File: config.mk
export PLATFORM = sky130hd
export DESIGN_NAME = abk_bank
export DESIGN_NICKNAME = d
export VERILOG_FILES = /design/src/design/abk_pkg.sv /design/src/design/abk_bank.sv /design/src/design/abk_lane.sv
export VERILOG_INCLUDE_DIRS = /design/src /design/src/design
export SDC_FILE = /design/constraint.sdc
export NUM_CORES = 1
export LEC_CHECK = 0
export ABC_AREA = 1
export BUFFER_PORTS_ARGS = -buffer_cell sky130_fd_sc_hd__buf_2
export CAP_MARGIN = 25
export CORE_ASPECT_RATIO = 0.7
export CORE_MARGIN = 10
export CORE_UTILIZATION = 48
export DETAILED_ROUTE_END_ITERATION = 16
export GPL_ROUTABILITY_DRIVEN = 0
export PLACE_DENSITY = 0.79
export RECOVER_POWER = 50
export SYNTH_ARGS = -nofsm -noshare
export SYNTH_HDL_FRONTEND = slang
export SYNTH_HIERARCHICAL = 1
export SYNTH_SLANG_ARGS = --single-unit
File: constraint.sdc
create_clock -name core_clk -period 5.3 [get_ports core_clk]
set_input_delay 0.265 -clock core_clk [delete_from_list [all_inputs] [get_ports core_clk]]
set_output_delay 0.265 -clock core_clk [all_outputs]
set_load 0.02 [all_outputs]
File: src/design/abk_cfg.svh
`ifndef ABK_CFG_SVH
`define ABK_CFG_SVH
`define ABK_ADDR_PWR 8'h3C
`define ABK_ADDR_DLY 8'h43
`define ABK_PWR_RESET 16'h0000
`define ABK_DLY_RESET 16'h0000
`define ABK_DIG_LSB 12
`define ABK_LINE_LSB 8
`define ABK_ANA_LSB 4
`define ABK_INV_LSB 0
`define ABK_DLY_LSB 1
`define ABK_DLY_MSB 4
`define ABK_STEP_PS 110
`define ABK_SAMPLE_W 14
`endif

File: src/design/abk_pkg.sv
package abk_pkg;
  typedef logic [15:0] abk_word_t;
  typedef logic [3:0] abk_lane_vec_t;
  typedef logic signed [3:0] abk_skew_t;
  typedef logic [13:0] abk_sample_t;
endpackage

File: src/design/abk_bank.sv
`timescale 1ns/1ps
`default_nettype none
`include "abk_cfg.svh"
module abk_bank (
  input wire logic core_clk,
  input wire logic srst,
  input wire logic [7:0] reg_addr,
  input wire abk_pkg::abk_word_t reg_wdata,
  input wire logic reg_wr,
  input wire logic reg_rd,
  output abk_pkg::abk_word_t reg_rdata,
  input wire logic [55:0] sample_in,
  input wire abk_pkg::abk_lane_vec_t pattern_on,
  output logic [55:0] lane_out,
  output abk_pkg::abk_lane_vec_t digital_off,
  output abk_pkg::abk_lane_vec_t line_off,
  output abk_pkg::abk_lane_vec_t analog_off,
  output abk_pkg::abk_skew_t bitclock_skew_setting,
  output logic [7:0] bitclock_skew_ps_mag,
  output logic bitclock_skew_neg
);
  import abk_pkg::*;
  typedef struct packed {
    abk_word_t pwr_reg;
    abk_skew_t dly_reg;
    abk_word_t rdata_reg;
    logic [7:0] mag_reg;
    logic neg_reg;
  } abk_st_t;
  abk_st_t st_reg;
  abk_st_t st_next;
  abk_skew_t dly_w;
  logic [3:0] abs_w;
  always_comb begin
    st_next = st_reg;
    dly_w = st_reg.dly_reg;
    abs_w = '0;
    if (reg_wr && reg_addr == `ABK_ADDR_PWR) begin
      st_next.pwr_reg = reg_wdata;
    end
    if (reg_wr && reg_addr == `ABK_ADDR_DLY) begin
      st_next.dly_reg = reg_wdata[`ABK_DLY_MSB:`ABK_DLY_LSB];
    end
    st_next.rdata_reg = 16'h0000;
    if (reg_rd && reg_addr == `ABK_ADDR_PWR) begin
      st_next.rdata_reg = st_reg.pwr_reg;
    end else if (reg_rd && reg_addr == `ABK_ADDR_DLY) begin
      st_next.rdata_reg = {11'h000, st_reg.dly_reg, 1'b0};
    end
    // Signed step count to magnitude in 10 ps units
    dly_w = st_next.dly_reg;
    abs_w = dly_w[3] ? 4'(-dly_w) : 4'(dly_w);
    st_next.neg_reg = dly_w[3];
    st_next.mag_reg = 8'(abs_w * 8'(`ABK_STEP_PS / 10));
  end
  always_ff @(posedge core_clk) begin
    if (srst) begin
      st_reg <= '0;
    end else begin
      st_reg <= st_next;
    end
  end
  assign reg_rdata = st_reg.rdata_reg;
  assign digital_off = st_reg.pwr_reg[`ABK_DIG_LSB +: 4];
  assign line_off = st_reg.pwr_reg[`ABK_LINE_LSB +: 4];
  assign analog_off = st_reg.pwr_reg[`ABK_ANA_LSB +: 4];
  assign bitclock_skew_setting = st_reg.dly_reg;
  // Magnitude in units of 10 ps
  assign bitclock_skew_ps_mag = st_reg.mag_reg;
  assign bitclock_skew_neg = st_reg.neg_reg;
  genvar g;
  generate
    for (g = 0; g < 4; g++) begin : g_lane
      abk_lane u_lane (
        .core_clk(core_clk),
        .srst(srst),
        .sample(sample_in[g*14 +: 14]),
        .pattern_on(pattern_on[g]),
        .flip(st_reg.pwr_reg[`ABK_INV_LSB + g]),
        .line_off(line_off[g]),
        .lane_data(lane_out[g*14 +: 14])
      );
    end
  endgenerate

  // Per line data path
  for (g = 0; g < 4; g++) begin : g_lane_chk

  end
endmodule
`default_nettype wire

File: src/design/abk_lane.sv
`timescale 1ns/1ps
`default_nettype none
`include "abk_cfg.svh"
module abk_lane (
  input wire logic core_clk,
  input wire logic srst,
  input wire abk_pkg::abk_sample_t sample,
  input wire logic pattern_on,
  input wire logic flip,
  input wire logic line_off,
  output logic [13:0] lane_data
);
  import abk_pkg::*;
  typedef struct packed {
    abk_sample_t data_reg;
  } abk_lane_st_t;
  abk_lane_st_t st_reg;
  abk_lane_st_t st_next;
  always_comb begin
    st_next = st_reg;
    if (line_off) begin
      st_next.data_reg = '0;
    end else if (flip && !pattern_on) begin
      st_next.data_reg = ~sample;
    end else begin
      st_next.data_reg = sample;
    end
  end
  always_ff @(posedge core_clk) begin
    if (srst) begin
      st_reg <= '0;
    end else begin
      st_reg <= st_next;
    end
  end
  assign lane_data = st_reg.data_reg;
endmodule
`default_nettype wire

; Word-level counts from Yosys, hierarchy flattened
; Cells that the tools add are included.
[word_totals]
ff_bits = 101
word_cells = 41
[op_classes]
n_addsub = 1
n_mul = 1
eq_ne = 2
muxes = 8
bitwise_logic = 4
reduce_logical = 16
[op_table]
columns = operator, count
row1 = 14-bit two-way mux, 4
row2 = 14-bit NOT, 4
row3 = 16-bit two-way mux, 1
row4 = 8-bit by 6-bit equality test with 1-bit output (second input constant), 1
row5 = 8-bit by 7-bit equality test with 1-bit output (second input constant), 1
row6 = 1-bit logical AND, 8
row7 = 4-bit by 4-bit multiplier with 8-bit output (second input constant), 1
row8 = 4-bit two-way mux, 2
row9 = 2-bit OR reduction, 4
row10 = 5-bit two-way mux, 1
row11 = 1-bit zero test, 4
row12 = 4-bit negation, 1

; Longest topological paths before layout
[logic_depth]
depth_word = 6
mapped_depth = 19

; Cells and area by module
; Netlist, hierarchy kept.
[modules_own_cells]
columns = mod, n_inst, cells_per_inst, area_per_inst_um2, seq_area_each_um2
row1 = abk_lane, 4, 78, 604.3, 280.3
row2 = abk_bank, 1, 273, 2262.2, 860.8

; Worst setup path before layout
; OpenSTA, ideal clock, no wires.
[synth_path]
kind = input -> register
from = input reg_addr[3]
to = register st_reg, in the netlist bitclock_skew_ps_mag[6]
setup_ns = 0.070
arrival_time_ns = 2.453
required_time_ns = 5.230
path_slack_ns = 2.777
path_stages = 17
cell_sequence = nor2_1 -> nand2_2 -> nor2_8 -> nand3_1 -> nand2_2 -> nand2_2 -> nand3_1 -> nand2_1 -> ha_1 -> ha_1 -> inv_1 -> fa_1 -> nor2_1 -> o21ai_0 -> nand2_1 -> o21ai_0 -> a21oi_1
[synth_between]
elab_chain_len = 6
[synth_lines]
columns = element, line_no
row1 = from (decl), abk_bank.sv:7  ; input wire logic [7:0] reg_addr,
row2 = 8-bit by 7-bit equality test with 1-bit output (no source line) *, n/a
row3 = 1-bit logical AND (no source line) *, n/a
row4 = 4-bit two-way mux *, abk_bank.sv:41  ; if (reg_wr && reg_addr == `ABK_ADDR_DLY) begin
row5 = 4-bit negation, abk_bank.sv:52  ; abs_w = dly_w[3] ? 4'(-dly_w) : 4'(dly_w);
row6 = 4-bit two-way mux *, abk_bank.sv:52
row7 = 4-bit by 4-bit multiplier with 8-bit output *, abk_bank.sv:54  ; st_next.mag_reg = 8'(abs_w * 8'(`ABK_STEP_PS / 10));
row8 = to (signal assigned), abk_bank.sv:60  ; st_reg <= st_next;
row9 = to (decl), abk_bank.sv:30  ; abk_st_t st_reg;
; Mark *: on every way between the ends. The rest lies on a longest branch, timed or not.
; A chain may end at the register's enable or synchronous reset.

; Final worst setup path
; Same ends and word-level chain as after synthesis.

==> reports/metrics.yaml <==
num_vias: 4101
syn-num-nets: 685
grt_max_degree: 31
std_cell_rows: 30
drtPass1Iterations: 6
hold_ws_ns: 0.161
cts_setup_buffers: 0
drv_cap: 0
slew_violations: 0
pre_cts_slack_ns: 2.32
path_clk_slew_ns: 0.07
min_period_over_period_pct: 54.8
grt_util_met3_pct: 5.20
grt_pass1_wl_mm: 19.1
synth.cell_area_mm2: 0.00468
endpoint_kind: "register"
clk_path_buf_depth: 2
drc: 0
clock_sinks: 99
power_leakage_nw: 2.44
avgSynthCellArea_um2: 8.00
synth_cell_types: 27
wire_per_inst_um: 14.7
layout_commonest_cell: "buf_2"
ys.flop_type: "dfxtp_1"
dieWidth_um: 138
pin_count: 185
htree_levels: 3
antenna_found_initial: 0
antennaDiodeCount: 0
crit_type: "primary input to register"
hold_violations: 0
async_reset_ff_share_pct: 0
place.port_buffers: 184
tightest_slew_ns: 1.03
drt_first_iter_violations: 198
fmax_mhz: 345
largest_register_ffs: 56
vias_per_cell: 4.87
postCtsHoldBufs: 0
cts-resized-gates: 0
insertion_delay_ns: 0.33
overflow: 0
fillers: 941
required_ns: 5.57
fin_setup_tns_ns: 0
core_area_mm2: 0.00961
grt_pass1_vias: 3849
syn_inst: 585
cp.arrival_ns: 3.17
met1_usage_pct: 19.0
max_slew_margin_pct: 31.1
status: "complete, no violations"
ys_ff_latch: 99
cts_root_buffer: "clkbuf_16"
grt_setup_unrepaired: "no"
min_period_ns: 2.90
vdd_drop_max_mv: 0.131
top_usage_layer: "met2"
ys_seq_area_share_pct: 42.4
total_power_mw: 1.57
path_max_fanout: 6
layout_common_cells: "buf_2 (101), dfxtp_1 (99), nor2_1 (96)"
cts_made_buffers: 9
critPathLaunchType: "primary input"
grt_util_all_layers_pct: 16.3
routed_wl_mm: 12.4
setup_slack_ns: 2.40
finalSetupViolCount: 0
hold_class: "primary input to register"
areaGrowthSynthToFinish_pct: 13.1
dieHeight_um: 103
nNetsFinal: 809
hpwl_mm: 9.47
final_layout_size_suffix_gt1_share_pct: 21.4
synth_edf_count: 0
use_met2_pct: 28.8
dieArea_mm2: 0.0142
ant_nets: 0
cts_tree: "yes"
start_util_pct: 48.7
powerDensity_mw_per_mm2: 297
finClkSkew_ns: 0.00585
synth_warnings: 6
layout make-up:
type                            count  area, um2  share of cell area (%)
Timing Repair Buffer              184        817                    15.4
Tap cell                          128        160                    3.03
Clock buffer                        9        225                    4.25
Clock inverter                      7       65.1                    1.23
Multi-Input combinational cell    367       1860                    35.2
Sequential cell                    99       1980                    37.4
Inverter                           48        180                    3.40
stage by stage:
stage	util [%]	instance area, um2	cells
4_1_cts	56.7	5450	842
3_3_place_gp	53.7	5160	826
3_5_place_dp	53.7	5160	826
5_1_grt	55.1	5290	842
2_1_floorplan	-	4680	585
6_report	55.1	5290	842
cell usage after synthesis, types with 7 or more instances:
library cell | count | share of area, %
ha_1 | 11 | 2.9
nand2_2 | 11 | 1.5
a21oi_1 | 64 | 6.8
inv_2 | 7 | 0.56
o21ai_0 | 11 | 1.2
dfxtp_1 | 99 | 42
inv_1 | 41 | 3.3
a211oi_2 | 13 | 3.5
buf_6 | 14 | 3.4
nand2_1 | 76 | 6.1
nor2_1 | 95 | 7.6
nand3_1 | 68 | 7.3
buf_4 | 49 | 7.9
worst max-delay path: stages:
cell	delay [ns]
buf_2	0.11
nor2_1	0.12
nand2_1	0.10
nor2_1	0.35
nand3_1	0.13
nand2_1	0.15
inv_1	0.07
nand3_1	0.08
nand2_1	0.11
ha_1	0.30
ha_1	0.30
inv_1	0.07
fa_1	0.46
nor2_1	0.12
o21ai_0	0.07
nand2_1	0.10
o21ai_0	0.10
a21oi_1	0.14
kinds of logic after synthesis:
| family | share of synthesized area (%) |
|---|---|
| simple gates | 25.8 |
| other cells | 0.0801 |
| compound gates | 11.7 |
| fa+ha+maj | 3.37 |
| flops | 42.4 |
| buf+inv | 16.7 |
layer usage:
| metal | share of wire (%) | vias up |
|---|---|---|
| met2 | 50 | 140 |
| met4 | 0.75 | 0 |
| met5 | 0 | - |
| met1 | 44 | 1865 |
| li1 | - | 2088 |
| met3 | 5.3 | 8 |
power by group:
group / total, mW / switching (mW) / internal [mW]
logic: 0.159 / 0.107 / 0.0529
clock network: 0.637 / 0.305 / 0.332
registers: 0.775 / 0.00746 / 0.768
total: 1.57 / 0.419 / 1.15
path summary, 6_finish.rpt:
path,startpoint,end,slack [ns],cells past startpoint
min reg2reg,digital_off[1]$_SDFFE_PP0P_,reg_rdata[13]$_SDFF_PP0_,0.47,2
max reg2reg,bitclock_skew_setting[1]$_SDFF_PP0_,bitclock_skew_ps_mag[6]$_SDFF_PP0_,2.60,16
max,reg_addr[3],bitclock_skew_ps_mag[6]$_SDFF_PP0_,2.40,18
min,sample_in[39],g_lane[2].u_lane/lane_data[11]$_SDFF_PP0_,0.16,3
No activity file was read; power rests on OpenSTA's default activity.
